`src/inc/autr_map.svh`:
```
// Register offsets, field positions, reset values and bit timing counts
`ifndef AUTR_MAP_SVH
`define AUTR_MAP_SVH

`define AUTR_OFS_CTRL 8'h00
`define AUTR_OFS_BAUD 8'h04
`define AUTR_OFS_TXB 8'h08
`define AUTR_OFS_RXB 8'h0c
`define AUTR_OFS_STAT 8'h10

`define AUTR_CTRL_EN 0
`define AUTR_CTRL_TX_ENABLE_BIT 1
`define AUTR_CTRL_RX_ENABLE_BIT 2
`define AUTR_CTRL_MODE 4
`define AUTR_CTRL_POL 8
`define AUTR_CTRL_HS 9
`define AUTR_CTRL_TXIE 10
`define AUTR_CTRL_TMIE 11
`define AUTR_CTRL_RST 12'h000
`define AUTR_BAUD_RST 16'h0000

`define AUTR_STAT_TXFREE 0
`define AUTR_STAT_TXMT 1
`define AUTR_STAT_RXAVAIL 2
`define AUTR_STAT_FERR 3
`define AUTR_STAT_RXFULL 4

`define AUTR_RXB_FERR 8
`define AUTR_RXB_VALID 9

`define AUTR_MODE_8N 4'h0
`define AUTR_MODE_7N 4'h1
`define AUTR_MODE_8O 4'h2
`define AUTR_MODE_8E 4'h3

`define AUTR_LAST_NORM 4'hf
`define AUTR_LAST_HS 4'h3
`define AUTR_EARLY_A 4'h1
`define AUTR_EARLY_B 4'h2
`define AUTR_SMP_A 4'h7
`define AUTR_SMP_B 4'h8
`define AUTR_SMP_C 4'h9
`define AUTR_SMP_HS 4'h2

`define AUTR_RESP_OKAY 2'h0
`define AUTR_RESP_SLVERR 2'h2

`endif

```
`src/inc/autr_pkg.sv`:
```
// Types shared by the serial transmitter and receiver
package autr_pkg;

  typedef enum logic [4:0] {
    TX_IDLE = 5'b00001,
    TX_START = 5'b00010,
    TX_DATA = 5'b00100,
    TX_PAR = 5'b01000,
    TX_STOP = 5'b10000
  } autr_tx_state_e;

  typedef enum logic [3:0] {
    RX_IDLE = 4'b0001,
    RX_START = 4'b0010,
    RX_DATA = 4'b0100,
    RX_STOP = 4'b1000
  } autr_rx_state_e;

endpackage : autr_pkg

```
`src/hw/autr_rx_fifo.sv`:
```
// Small receive FIFO with registered head-of-queue output
`timescale 1ns/1ps
`default_nettype none

module autr_rx_fifo #(
  parameter int WIDTH = 9,
  parameter int DEPTH = 2
) (
  input wire logic aclk,
  input wire logic aresetn,
  input wire logic flush,
  input wire logic wr_valid,
  input wire logic [WIDTH-1:0] wr_data,
  input wire logic rd_pop,
  output logic [WIDTH-1:0] rd_data_q,
  output logic [$clog2(DEPTH):0] count_q
);

  localparam int AW = $clog2(DEPTH);

  logic [WIDTH-1:0] mem_q [DEPTH];
  logic [AW-1:0] wr_ptr_q;
  logic [AW-1:0] rd_ptr_q;
  logic [AW-1:0] rd_ptr_d;
  logic push_ok;
  logic pop_ok;
  logic [AW:0] left;

  assign push_ok = wr_valid && (count_q < (AW+1)'(DEPTH));
  assign pop_ok = rd_pop && (count_q != '0);
  assign rd_ptr_d = pop_ok ? rd_ptr_q + 1'b1 : rd_ptr_q;
  assign left = pop_ok ? count_q - 1'b1 : count_q;

  genvar gi;
  generate
    for (gi = 0; gi < DEPTH; gi++) begin : g_entry
      always_ff @(posedge aclk) begin
        if (!aresetn) begin
          mem_q[gi] <= '0;
        end else if (push_ok && wr_ptr_q == AW'(gi)) begin
          mem_q[gi] <= wr_data;
        end
      end
    end
  endgenerate

  always_ff @(posedge aclk) begin
    if (!aresetn || flush) begin
      wr_ptr_q <= '0;
      rd_ptr_q <= '0;
      count_q <= '0;
    end else begin
      if (push_ok) begin
        wr_ptr_q <= wr_ptr_q + 1'b1;
      end
      rd_ptr_q <= rd_ptr_d;
      count_q <= left + (AW+1)'(push_ok);
    end
  end

  // Head word follows the queue, bypassing a write into an empty queue
  always_ff @(posedge aclk) begin
    if (!aresetn || flush) begin
      rd_data_q <= '0;
    end else if (left != '0) begin
      rd_data_q <= mem_q[rd_ptr_d];
    end else if (push_ok) begin
      rd_data_q <= wr_data;
    end else begin
      rd_data_q <= '0;
    end
  end

endmodule : autr_rx_fifo

`default_nettype wire

```
`src/hw/autr_core.sv`:
```
// Asynchronous serial transmitter and receiver with AXI4-Lite registers
// Functional notes
// - Transmitter runs only with enables and mode 0-3
// - Busy enabled transmitter drives pin, else direction control
// - Holding buffer write starts sending, loads idle shifter
// - Queued character loads at previous stop bit start
// - Queued start bit follows stop bit, no gap
// - Polarity bit inverts whole transmit waveform including idle
// - Buffer-free flag set when enabled and buffer empty
// - Buffer-free flag read-only; enable only gates request
// - Shifter-empty flag tracks idle shifter; enable raises request
// - Seven-bit mode sends low seven bits only
// - Parity modes append even or odd ninth bit
// - Receiver runs only with enables and mode 0-3
// - Completed characters enter two-entry receive FIFO
// - High-speed receive: four ticks, one centre sample
// - Normal receive: sixteen ticks, three samples per bit
// - Falling edge starts; normal mode checks leading edge
// - Both early samples high means glitch, silent restart
// - Start sampled 7,8,9; under two lows aborts
// - Valid start; counter wraps at 16 into data
// - Data bits majority of 7,8,9, LSB first
// - Stop bit sampled; zero flags framing error
// - Both directions LSB first, shared format and rate
// - Low start, 7/8 data, optional ninth, high stop
`timescale 1ns/1ps
`default_nettype none

`include "autr_map.svh"

module autr_core #(
  parameter int ADDR_W = 8,
  parameter logic [15:0] BAUD_DIV_RST = `AUTR_BAUD_RST
) (
  input wire logic aclk,
  input wire logic aresetn,
  input wire logic [ADDR_W-1:0] s_axi_awaddr,
  input wire logic s_axi_awvalid,
  output logic s_axi_awready,
  input wire logic [31:0] s_axi_wdata,
  input wire logic [3:0] s_axi_wstrb,
  input wire logic s_axi_wvalid,
  output logic s_axi_wready,
  output logic [1:0] s_axi_bresp,
  output logic s_axi_bvalid,
  input wire logic s_axi_bready,
  input wire logic [ADDR_W-1:0] s_axi_araddr,
  input wire logic s_axi_arvalid,
  output logic s_axi_arready,
  output logic [31:0] s_axi_rdata,
  output logic [1:0] s_axi_rresp,
  output logic s_axi_rvalid,
  input wire logic s_axi_rready,
  input wire logic pin_direction_ctrl,
  input wire logic rx_in,
  output logic tx_out_q,
  output logic tx_oe_q,
  output logic tx_irq_q
);

  // Bus slave
  logic aw_hold_q, w_hold_q, aw_take, w_take, do_write, ar_take;
  logic [ADDR_W-1:0] awaddr_q;
  logic [31:0] wdata_q;
  logic [3:0] wstrb_q;
  logic [11:0] ctrl_q;
  logic [15:0] baud_divisor_q;

  assign aw_take = s_axi_awvalid && s_axi_awready;
  assign w_take = s_axi_wvalid && s_axi_wready;
  assign do_write = aw_hold_q && w_hold_q && !s_axi_bvalid;
  assign ar_take = s_axi_arvalid && s_axi_arready;

  always_ff @(posedge aclk) begin
    if (!aresetn) begin
      aw_hold_q <= 1'b0;
      w_hold_q <= 1'b0;
      awaddr_q <= '0;
      wdata_q <= '0;
      wstrb_q <= '0;
      s_axi_awready <= 1'b0;
      s_axi_wready <= 1'b0;
    end else begin
      if (aw_take) begin
        awaddr_q <= s_axi_awaddr;
      end
      if (w_take) begin
        wdata_q <= s_axi_wdata;
        wstrb_q <= s_axi_wstrb;
      end
      aw_hold_q <= do_write ? 1'b0 : (aw_hold_q || aw_take);
      w_hold_q <= do_write ? 1'b0 : (w_hold_q || w_take);
      s_axi_awready <= !(do_write ? 1'b0 : (aw_hold_q || aw_take));
      s_axi_wready <= !(do_write ? 1'b0 : (w_hold_q || w_take));
    end
  end

  logic wr_ctrl, wr_baud, wr_txb, wr_known;
  assign wr_ctrl = awaddr_q[7:0] == `AUTR_OFS_CTRL;
  assign wr_baud = awaddr_q[7:0] == `AUTR_OFS_BAUD;
  assign wr_txb = do_write && awaddr_q[7:0] == `AUTR_OFS_TXB && wstrb_q[0];
  assign wr_known = wr_ctrl || wr_baud
    || awaddr_q[7:0] == `AUTR_OFS_TXB;

  always_ff @(posedge aclk) begin
    if (!aresetn) begin
      s_axi_bvalid <= 1'b0;
      s_axi_bresp <= `AUTR_RESP_OKAY;
    end else if (do_write) begin
      s_axi_bvalid <= 1'b1;
      s_axi_bresp <= wr_known ? `AUTR_RESP_OKAY : `AUTR_RESP_SLVERR;
    end else if (s_axi_bready) begin
      s_axi_bvalid <= 1'b0;
    end
  end

  always_ff @(posedge aclk) begin
    if (!aresetn) begin
      ctrl_q <= `AUTR_CTRL_RST;
      baud_divisor_q <= BAUD_DIV_RST;
    end else if (do_write) begin
      if (wr_ctrl && wstrb_q[0]) begin
        ctrl_q[7:0] <= wdata_q[7:0];
      end
      if (wr_ctrl && wstrb_q[1]) begin
        ctrl_q[11:8] <= wdata_q[11:8];
      end
      if (wr_baud && wstrb_q[0]) begin
        baud_divisor_q[7:0] <= wdata_q[7:0];
      end
      if (wr_baud && wstrb_q[1]) begin
        baud_divisor_q[15:8] <= wdata_q[15:8];
      end
    end
  end

  logic module_en, tx_enable_bit, rx_enable_bit, tx_polarity;
  logic baud_speed_select, tx_buffer_free_irq_en, tx_shifter_empty_irq_en;
  logic [3:0] mode;
  logic async_mode, tx_run, rx_run;
  logic [3:0] bit_last;

  assign module_en = ctrl_q[`AUTR_CTRL_EN];
  assign tx_enable_bit = ctrl_q[`AUTR_CTRL_TX_ENABLE_BIT];
  assign rx_enable_bit = ctrl_q[`AUTR_CTRL_RX_ENABLE_BIT];
  assign mode = ctrl_q[`AUTR_CTRL_MODE +: 4];
  assign tx_polarity = ctrl_q[`AUTR_CTRL_POL];
  assign baud_speed_select = ctrl_q[`AUTR_CTRL_HS];
  assign tx_buffer_free_irq_en = ctrl_q[`AUTR_CTRL_TXIE];
  assign tx_shifter_empty_irq_en = ctrl_q[`AUTR_CTRL_TMIE];
  assign async_mode = mode[3:2] == 2'b00;
  assign tx_run = module_en && tx_enable_bit && async_mode;
  assign rx_run = module_en && rx_enable_bit && async_mode;
  assign bit_last = baud_speed_select ? `AUTR_LAST_HS : `AUTR_LAST_NORM;

  // Baud tick
  logic [15:0] baud_cnt_q;
  logic tick_q;

  always_ff @(posedge aclk) begin
    if (!aresetn || !module_en) begin
      baud_cnt_q <= '0;
      tick_q <= 1'b0;
    end else begin
      tick_q <= baud_cnt_q == '0;
      baud_cnt_q <= (baud_cnt_q == '0) ? baud_divisor_q
        : baud_cnt_q - 16'h0001;
    end
  end

  // Transmitter
  autr_pkg::autr_tx_state_e tx_state_q;
  logic [7:0] tx_holding_buffer;
  logic hb_full_q, pend_q, tx_par_q;
  logic [7:0] tx_shift_reg;
  logic [3:0] tx_tcnt_q, tx_bitn_q, tx_nbits;
  logic tx_bit_end, tx_parity_on, tx_level;
  logic [7:0] hb_load;

  assign tx_bit_end = tick_q && tx_tcnt_q == bit_last;
  assign tx_nbits = (mode == `AUTR_MODE_7N) ? 4'h7 : 4'h8;
  assign tx_parity_on = mode == `AUTR_MODE_8O || mode == `AUTR_MODE_8E;
  assign hb_load = (mode == `AUTR_MODE_7N) ? {1'b0, tx_holding_buffer[6:0]}
    : tx_holding_buffer;

  always_ff @(posedge aclk) begin
    if (!aresetn || !tx_run) begin
      tx_state_q <= autr_pkg::TX_IDLE;
      hb_full_q <= 1'b0;
      pend_q <= 1'b0;
      tx_tcnt_q <= '0;
      tx_bitn_q <= '0;
      tx_shift_reg <= '0;
      tx_par_q <= 1'b0;
      tx_holding_buffer <= '0;
    end else begin
      if (wr_txb && !hb_full_q) begin
        tx_holding_buffer <= wdata_q[7:0];
        hb_full_q <= 1'b1;
      end
      if (tx_state_q != autr_pkg::TX_IDLE && tick_q) begin
        tx_tcnt_q <= tx_bit_end ? 4'h0 : tx_tcnt_q + 4'h1;
      end
      case (tx_state_q)
        autr_pkg::TX_IDLE: begin
          if (hb_full_q) begin
            tx_shift_reg <= hb_load;
            tx_par_q <= ^hb_load ^ (mode == `AUTR_MODE_8O);
            hb_full_q <= 1'b0;
            tx_tcnt_q <= '0;
            tx_state_q <= autr_pkg::TX_START;
          end
        end
        autr_pkg::TX_START: begin
          if (tx_bit_end) begin
            tx_bitn_q <= '0;
            tx_state_q <= autr_pkg::TX_DATA;
          end
        end
        autr_pkg::TX_DATA: begin
          if (tx_bit_end) begin
            tx_shift_reg <= {1'b0, tx_shift_reg[7:1]};
            tx_bitn_q <= tx_bitn_q + 4'h1;
            if (tx_bitn_q == tx_nbits - 4'h1) begin
              tx_state_q <= tx_parity_on ? autr_pkg::TX_PAR
                : autr_pkg::TX_STOP;
              if (!tx_parity_on && hb_full_q) begin
                tx_shift_reg <= hb_load;
                tx_par_q <= ^hb_load ^ (mode == `AUTR_MODE_8O);
                hb_full_q <= 1'b0;
                pend_q <= 1'b1;
              end
            end
          end
        end
        autr_pkg::TX_PAR: begin
          if (tx_bit_end) begin
            tx_state_q <= autr_pkg::TX_STOP;
            if (hb_full_q) begin
              tx_shift_reg <= hb_load;
              tx_par_q <= ^hb_load ^ (mode == `AUTR_MODE_8O);
              hb_full_q <= 1'b0;
              pend_q <= 1'b1;
            end
          end
        end
        autr_pkg::TX_STOP: begin
          if (tx_bit_end) begin
            pend_q <= 1'b0;
            tx_state_q <= pend_q ? autr_pkg::TX_START
              : autr_pkg::TX_IDLE;
          end
        end
        default: tx_state_q <= autr_pkg::TX_IDLE;
      endcase
    end
  end

  always_comb begin
    case (tx_state_q)
      autr_pkg::TX_START: tx_level = 1'b0;
      autr_pkg::TX_DATA: tx_level = tx_shift_reg[0];
      autr_pkg::TX_PAR: tx_level = tx_par_q;
      default: tx_level = 1'b1;
    endcase
  end

  logic tx_free, tx_empty;
  assign tx_free = tx_run && !hb_full_q;
  assign tx_empty = tx_state_q == autr_pkg::TX_IDLE && !hb_full_q;

  always_ff @(posedge aclk) begin
    if (!aresetn) begin
      tx_out_q <= 1'b1;
      tx_oe_q <= 1'b0;
      tx_irq_q <= 1'b0;
    end else begin
      tx_out_q <= tx_level ^ tx_polarity;
      tx_oe_q <= (tx_run && tx_state_q != autr_pkg::TX_IDLE)
        || !pin_direction_ctrl;
      tx_irq_q <= (tx_free && tx_buffer_free_irq_en)
        || (tx_empty && tx_shifter_empty_irq_en);
    end
  end

  // Receiver
  logic rx_s1_q, rx_s2_q, rx_s3_q, rx_line, rx_fall;
  always_ff @(posedge aclk) begin
    if (!aresetn) begin
      rx_s1_q <= 1'b1;
      rx_s2_q <= 1'b1;
      rx_s3_q <= 1'b1;
    end else begin
      rx_s1_q <= rx_in;
      rx_s2_q <= rx_s1_q;
      rx_s3_q <= rx_s2_q;
    end
  end
  assign rx_line = rx_s2_q;
  assign rx_fall = rx_s3_q && !rx_s2_q;

  autr_pkg::autr_rx_state_e rx_state_q;
  logic [3:0] rx_cnt_q, rx_cn, rx_bitn_q, rx_nbits;
  logic [1:0] smp_q;
  logic [8:0] rx_shift_reg;
  logic [7:0] rx_data;
  logic rx_eval, rx_val, rx_wrap, rx_push_q;
  logic [8:0] rx_push_data_q;

  assign rx_cn = rx_cnt_q + 4'h1;
  assign rx_wrap = tick_q && rx_cnt_q == bit_last;
  assign rx_eval = tick_q && (baud_speed_select ? rx_cn == `AUTR_SMP_HS
    : rx_cn == `AUTR_SMP_C);
  assign rx_val = baud_speed_select ? rx_line
    : (smp_q[1] & smp_q[0]) | (smp_q[1] & rx_line) | (smp_q[0] & rx_line);
  assign rx_nbits = (mode == `AUTR_MODE_7N) ? 4'h7
    : (mode == `AUTR_MODE_8N) ? 4'h8 : 4'h9;

  always_comb begin
    case (rx_nbits)
      4'h7: rx_data = {1'b0, rx_shift_reg[8:2]};
      4'h8: rx_data = rx_shift_reg[8:1];
      default: rx_data = rx_shift_reg[7:0];
    endcase
  end

  always_ff @(posedge aclk) begin
    if (!aresetn || !rx_run) begin
      rx_state_q <= autr_pkg::RX_IDLE;
      rx_cnt_q <= '0;
      rx_bitn_q <= '0;
      smp_q <= '0;
      rx_shift_reg <= '0;
      rx_push_q <= 1'b0;
      rx_push_data_q <= '0;
    end else begin
      rx_push_q <= 1'b0;
      if (rx_state_q != autr_pkg::RX_IDLE && tick_q) begin
        rx_cnt_q <= rx_wrap ? 4'h0 : rx_cn;
        if (!baud_speed_select && (rx_cn == `AUTR_EARLY_A
            || rx_cn == `AUTR_SMP_A || rx_cn == `AUTR_SMP_B)) begin
          smp_q <= {smp_q[0], rx_line};
        end
      end
      case (rx_state_q)
        autr_pkg::RX_IDLE: begin
          if (rx_fall) begin
            rx_cnt_q <= '0;
            rx_state_q <= autr_pkg::RX_START;
          end
        end
        autr_pkg::RX_START: begin
          if (tick_q && !baud_speed_select && rx_cn == `AUTR_EARLY_B
              && smp_q[0] && rx_line) begin
            rx_state_q <= autr_pkg::RX_IDLE;
          end else if (rx_eval && rx_val) begin
            rx_state_q <= autr_pkg::RX_IDLE;
          end else if (rx_wrap) begin
            rx_bitn_q <= '0;
            rx_state_q <= autr_pkg::RX_DATA;
          end
        end
        autr_pkg::RX_DATA: begin
          if (rx_eval) begin
            rx_shift_reg <= {rx_val, rx_shift_reg[8:1]};
          end
          if (rx_wrap) begin
            rx_bitn_q <= rx_bitn_q + 4'h1;
            if (rx_bitn_q == rx_nbits - 4'h1) begin
              rx_state_q <= autr_pkg::RX_STOP;
            end
          end
        end
        autr_pkg::RX_STOP: begin
          if (rx_eval) begin
            rx_push_q <= 1'b1;
            rx_push_data_q <= {!rx_val, rx_data};
            rx_state_q <= autr_pkg::RX_IDLE;
          end
        end
        default: rx_state_q <= autr_pkg::RX_IDLE;
      endcase
    end
  end

  logic [8:0] rx_head;
  logic [1:0] rx_count;
  logic rx_pop, rd_rxb, rd_ok;
  logic [31:0] rd_word;

  assign rd_rxb = s_axi_araddr[7:0] == `AUTR_OFS_RXB;
  assign rx_pop = ar_take && rd_rxb;

  autr_rx_fifo #(
    .WIDTH(9),
    .DEPTH(2)
  ) u_rx_fifo (
    .aclk(aclk),
    .aresetn(aresetn),
    .flush(!module_en),
    .wr_valid(rx_push_q),
    .wr_data(rx_push_data_q),
    .rd_pop(rx_pop),
    .rd_data_q(rx_head),
    .count_q(rx_count)
  );

  always_comb begin
    rd_word = '0;
    rd_ok = 1'b1;
    case (s_axi_araddr[7:0])
      `AUTR_OFS_CTRL: rd_word[11:0] = ctrl_q;
      `AUTR_OFS_BAUD: rd_word[15:0] = baud_divisor_q;
      `AUTR_OFS_TXB: rd_word = '0;
      `AUTR_OFS_RXB: begin
        rd_word[8:0] = rx_head;
        rd_word[`AUTR_RXB_VALID] = rx_count != 2'h0;
      end
      `AUTR_OFS_STAT: begin
        rd_word[`AUTR_STAT_TXFREE] = tx_free;
        rd_word[`AUTR_STAT_TXMT] = tx_empty;
        rd_word[`AUTR_STAT_RXAVAIL] = rx_count != 2'h0;
        rd_word[`AUTR_STAT_FERR] = rx_head[`AUTR_RXB_FERR];
        rd_word[`AUTR_STAT_RXFULL] = rx_count == 2'h2;
      end
      default: rd_ok = 1'b0;
    endcase
  end

  always_ff @(posedge aclk) begin
    if (!aresetn) begin
      s_axi_rvalid <= 1'b0;
      s_axi_rdata <= '0;
      s_axi_rresp <= `AUTR_RESP_OKAY;
      s_axi_arready <= 1'b0;
    end else begin
      if (ar_take) begin
        s_axi_rvalid <= 1'b1;
        s_axi_rdata <= rd_word;
        s_axi_rresp <= rd_ok ? `AUTR_RESP_OKAY : `AUTR_RESP_SLVERR;
      end else if (s_axi_rready) begin
        s_axi_rvalid <= 1'b0;
      end
      s_axi_arready <= !ar_take && !(s_axi_rvalid && !s_axi_rready);
    end
  end

endmodule : autr_core

`default_nettype wire

```
`config.mk`:
```
export PLATFORM = sky130hd
export DESIGN_NAME = autr_core
export DESIGN_NICKNAME = d
export VERILOG_FILES = /design/src/inc/autr_pkg.sv /design/src/hw/autr_rx_fifo.sv /design/src/hw/autr_core.sv
export VERILOG_INCLUDE_DIRS = /design/src /design/src/inc
export SDC_FILE = /design/constraint.sdc
export NUM_CORES = 1
export LEC_CHECK = 0
export ABC_AREA = 0
export BUFFER_PORTS_ARGS = -buffer_cell sky130_fd_sc_hd__buf_4
export CAP_MARGIN = 20
export CORE_MARGIN = 4
export CORE_UTILIZATION = 63
export DETAILED_ROUTE_END_ITERATION = 8
export PLACE_DENSITY = 0.86
export SYNTH_ARGS = -nofsm -noshare
export SYNTH_HDL_FRONTEND = slang
export SYNTH_SLANG_ARGS = --single-unit
```
`constraint.sdc`:
```
create_clock -name aclk -period 5.5 [get_ports aclk]
set_input_delay 0.825 -clock aclk [delete_from_list [all_inputs] [get_ports aclk]]
set_output_delay 0.825 -clock aclk [all_outputs]
set_load 0.02 [all_outputs]
```
==> results by stage <==
Placement:
- Before CTS, the worst setup slack after placement is approximately 2.4 ns.
- At the end of routability-driven placement, the weighted congestion stood at 0.853.
- The wire-length estimate of the detail-placed layout is 14.2 mm.
- The placed instances occupy a cell area of approximately 9800 um^2.
- The count of input and output buffers is 68.
- Including well taps, the total number of placed cells is 1219.

Logic synthesis:
- The cell accounting for the most synthesized area is sky130_fd_sc_hd__dfxtp_1.
- In the synthesized netlist the async set-or-reset flop fraction comes to 0%.
- The cell area that synthesis handed to floorplanning was about 9400 um^2.
- The synthesized netlist devotes a little over a fifth of its cell area to simple gates.
- After synthesis, the largest area contributor takes up around two fifths of total cell area.
- The flip-flop and latch count after synthesis is slightly below 200.
- The synthesized netlist devotes around 1.6% of its cell area to adder and majority cells.
- The xor/xnor share of the synthesized area is roughly 3.2%.
- The synthesized design contains 18 enable-type register cells.
- In the synthesized netlist the dominant register cell turns out to be sky130_fd_sc_hd__dfxtp_1.
- The combinational family with the most area after synthesis is simple AND/OR/NAND/NOR gates.
- The cell count after synthesis came out at 1023.
- The share of synthesized area occupied by flip-flops and latches is between 40% and 50%.
- Summing the areas of all compound-gate instances in the mapped netlist gives 15.7% of the synthesized area.
- The number of warnings issued by yosys is 0.
- The mean post-synth cell area is between 9 and 10 um^2.
- Yosys attributes the largest share of cell area to sky130_fd_sc_hd__dfxtp_1, sky130_fd_sc_hd__mux2i_1, sky130_fd_sc_hd__edfxtp_1, sky130_fd_sc_hd__nand2_1, sky130_fd_sc_hd__nor2_1.
- In this run, distinct cell masters in the synthesized netlist total just under 80.
- The mux share of post-synthesis cell area is ~8.5%.

Drt:
- For this block, the routed nets add up to roughly 20 mm of wire.
- In this run, the number of DRC markers left after iteration 0 of detailed routing was 625.
- The via count is 7402.
- The antenna violation net count after detailed routing is 0.
- For this run, design rule violations remaining after detail routing come to 0.
- Using the TritonRoute via totals, the vias-per-cell ratio works out to 5.91.
- The pre-antenna-repair detailed-routing pass consisted of 5 iterations.
- The per-cell routed wire length is 16.5 um.

Cells and area:
- The count of cells in the finished layout, fillers not included, comes to around 1300.
- After routing the design area is roughly 10000 um^2.
- The flip-flop count of the largest register after layout is 18.
- The net count of the finished layout is 1128.
- The post-route netlist has about an eighth of its cells at a drive strength greater than 1.
- Compared with the post-synthesis result, the final layout area differs by 10.8%.
- The final core utilization is 71.4%.
- The diode insertion count for antenna repair is 0.
- The register bank with the most flops is u_rx_fifo.mem_q.

Global route:
- The first global-routing pass estimated approximately 34 mm of wire.
- Global routing finished with a remaining overflow of 0.
- Global routing used roughly a quarter of the available tracks across all layers.
- The maximum number of pins on one net before global-route repair is 96.
- The number of global-route vias before repair is between 6000 and 7000.
- The initial antenna violation count is 0.

Floorplan:
- The floorplan die area is 16900 um^2.
- In this run the vertical extent of the chip is approximately 130 um.
- The I/O pin total is between 100 and 150.
- The total number of placement rows is 44.
- The initial core utilization is 64.4%.
- The core area is approximately 15000 um^2.
- The chip width is about 130 um.

Power:
- Per report_power, the clock group accounts for a little over two fifths of the total.
- The leakage power is between 3 and 4 nW.
- In this run, the combinational gates consume roughly 4% of the power.
- VDD sags by at most 0.000246 V.
- Cell internal power was estimated by the tool at between 2 and 2.5 mW.
- The design draws 2.83 mW.
- The analysis attributes to net switching a power of about 0.63 mW.
- In this run the power density over the cells is approximately 270 nW/um^2.
- Sequential cells account for a little over half of the total power.
- The switching share of power is 22.3%.

Worst setup path:
- The critical path launch point type is a flop.
- The data required time at the worst endpoint is 5.87 ns.
- The critical path's most frequent cell is sky130_fd_sc_hd__a32o_1.
- The start-to-end type of the worst setup path is flop to flop.
- Of all nets on the critical path, the largest fanout is 18.
- The endpoint class of the critical path is a flop.
- Traced cell by cell, the critical path runs through ha_1 > and3_1 > a32o_1 > a32o_1 > nor2b_1 > o211ai_1 > a21oi_1.
- The slowest library cell on the worst path is sky130_fd_sc_hd__nor2b_1.
- The delay of the slowest critical-path stage is 0.63 ns.
- At the worst endpoint, the arrival time is 3.32 ns.
- In this run the register-to-register setup slack is 2.55 ns.

Run status:
- The run finished with clean final reports.

Clock network:
- In this run, CTS created clock tree buffers numbering 17.
- The maximum clock insertion buffer count is 2.
- Hold repair after CTS inserted 0 buffers.
- The total number of H-tree levels is 4.
- After clock tree synthesis, the clock-pin slew on the worst setup and hold paths is 0.07 ns.
- The CTS tree is built.
- The worst-skew pair later-pin latency is 0.44 ns.
- In this run the post-CTS setup repair buffer count came out at 0.
- The root buffer cell chosen for the clock tree is sky130_fd_sc_hd__clkbuf_16.
- The number of sinks driven by the clock tree is 198.
- Post-CTS repair changed the size of 0 cells.

Timing:
- The number of endpoints with negative hold slack in the final report is 0.
- The minimum clock period is about 3 ns.
- Setup violations remaining at the end of the flow were counted as 0.
- The tightest hold margin is 0.424 ns.
- Once routing completed, OpenROAD measured the worst setup slack at around 2.6 ns.
- Measured against its own limit, the worst slew margin works out to a little under a third.
- The fmax is about 340 MHz.
- For the pin with the worst max-slew slack, the measured transition is between 1 and 1.5 ns.
- The worst path uses between 50% and 60% of the clock period.
- The setup TNS is 0 ns.
- Setup repair after global routing left no endpoint under its margin.
- Clock skew on the completed layout was measured at between 0.01 and 0.015 ns.
- The number of pins exceeding their max-slew limit in the final report came to 0.

Job:
- Across the run, the number of max-cap violations was 0.

Worst hold path:
- In this run the worst hold path is classified as flop to flop.
synthesized netlist by cell type, drive strengths merged (18+ instances only):
cell type,n
dfxtp,180
nand2,112
nor2,85
mux2i,78
a21oi,49
nor2b,49
clkbuf,46
a211oi,36
a21boi,33
buf,33
nand3,27
xnor2,24
and2,21
nor3,21
o21ai,20
edfxtp,18
critical path: cells and delay by family (launching register included):
family / cells / cell delay, ns
AOI/OAI and AO/OA: 4 / 1.17
adders and majority gates: 1 / 0.39
DFF: 1 / 0.47
and+or+nand+nor: 2 / 0.84
final cells by class:
cell class,count,area (um^2)
Inverter,15,56.3
Fill cell,1082,4180
Tap cell,184,230
Clock inverter,9,90.1
Clock buffer,23,488
Sequential cell,198,4140
Timing Repair Buffer,75,563
Multi-Input combinational cell,748,4840
layout by cell type (no fill, tap or decap), types with 15 or more instances in the layout:
cell                        netlist  layout
sky130_fd_sc_hd__a22oi_1         16      16
sky130_fd_sc_hd__edfxtp_1        18      18
sky130_fd_sc_hd__xnor2_1         23      23
sky130_fd_sc_hd__mux2i_1         78      78
sky130_fd_sc_hd__a21boi_0        33      33
sky130_fd_sc_hd__conb_1           1      18
sky130_fd_sc_hd__a211oi_1        35      35
sky130_fd_sc_hd__inv_1           15      15
sky130_fd_sc_hd__o21ai_0         20      20
sky130_fd_sc_hd__clkbuf_16        0      17
sky130_fd_sc_hd__nand2_1        112     112
sky130_fd_sc_hd__nor2_1          85      85
sky130_fd_sc_hd__and2_1          21      21
sky130_fd_sc_hd__nand3_1         27      27
sky130_fd_sc_hd__nor2b_1         49      49
sky130_fd_sc_hd__buf_4           21      74
sky130_fd_sc_hd__dfxtp_1        180     180
sky130_fd_sc_hd__nor3_1          19      19
sky130_fd_sc_hd__a21oi_1         48      48
sky130_fd_sc_hd__nand2b_1        17      17
logic make-up (layout without fill, tap and decap cells):
| family | after synthesis | count (layout) |
|---|---|---|
| xor+xnor | 33 | 33 |
| fa+ha+maj | 12 | 12 |
| simple gates | 397 | 397 |
| other cells | 1 | 18 |
| buf+inv | 94 | 122 |
| mux | 80 | 80 |
| flops | 198 | 198 |
| compound gates | 208 | 208 |
worst paths after layout:
kind,from,end,cells after the start
max,rx_cnt_q[0]$_SDFF_PP0_,rx_push_data_q[2]$_SDFFE_PP0P_,7
min,rx_s1_q$_SDFF_PN1_,rx_line$_SDFF_PN1_,1
max reg2reg,rx_cnt_q[0]$_SDFF_PP0_,rx_push_data_q[2]$_SDFFE_PP0P_,7
min reg2reg,rx_s1_q$_SDFF_PN1_,rx_line$_SDFF_PN1_,1
routing by layer:
| metal | vias up | GRT usage, % | share of wire [%] |
|---|---|---|---|
| met3 | 37 | 5.53 | 5.2 |
| met1 | 3527 | 32.1 | 44 |
| met5 | - | 0 | 0 |
| li1 | 3636 | - | - |
| met2 | 202 | 41.4 | 49 |
| met4 | 0 | 8.31 | 2.1 |
power by group through the flow:
stage                     Combinational [mW]  Sequential (mW)  Clock, mW
after floorplan                       0.0788             1.52          0
after global placement                 0.112             1.52          0
after detailed placement               0.114             1.52          0
after CTS                              0.114             1.49       1.23
after global routing                   0.126             1.49       1.29
final                                  0.114             1.49       1.22
(Power assumes the default switching activity.)
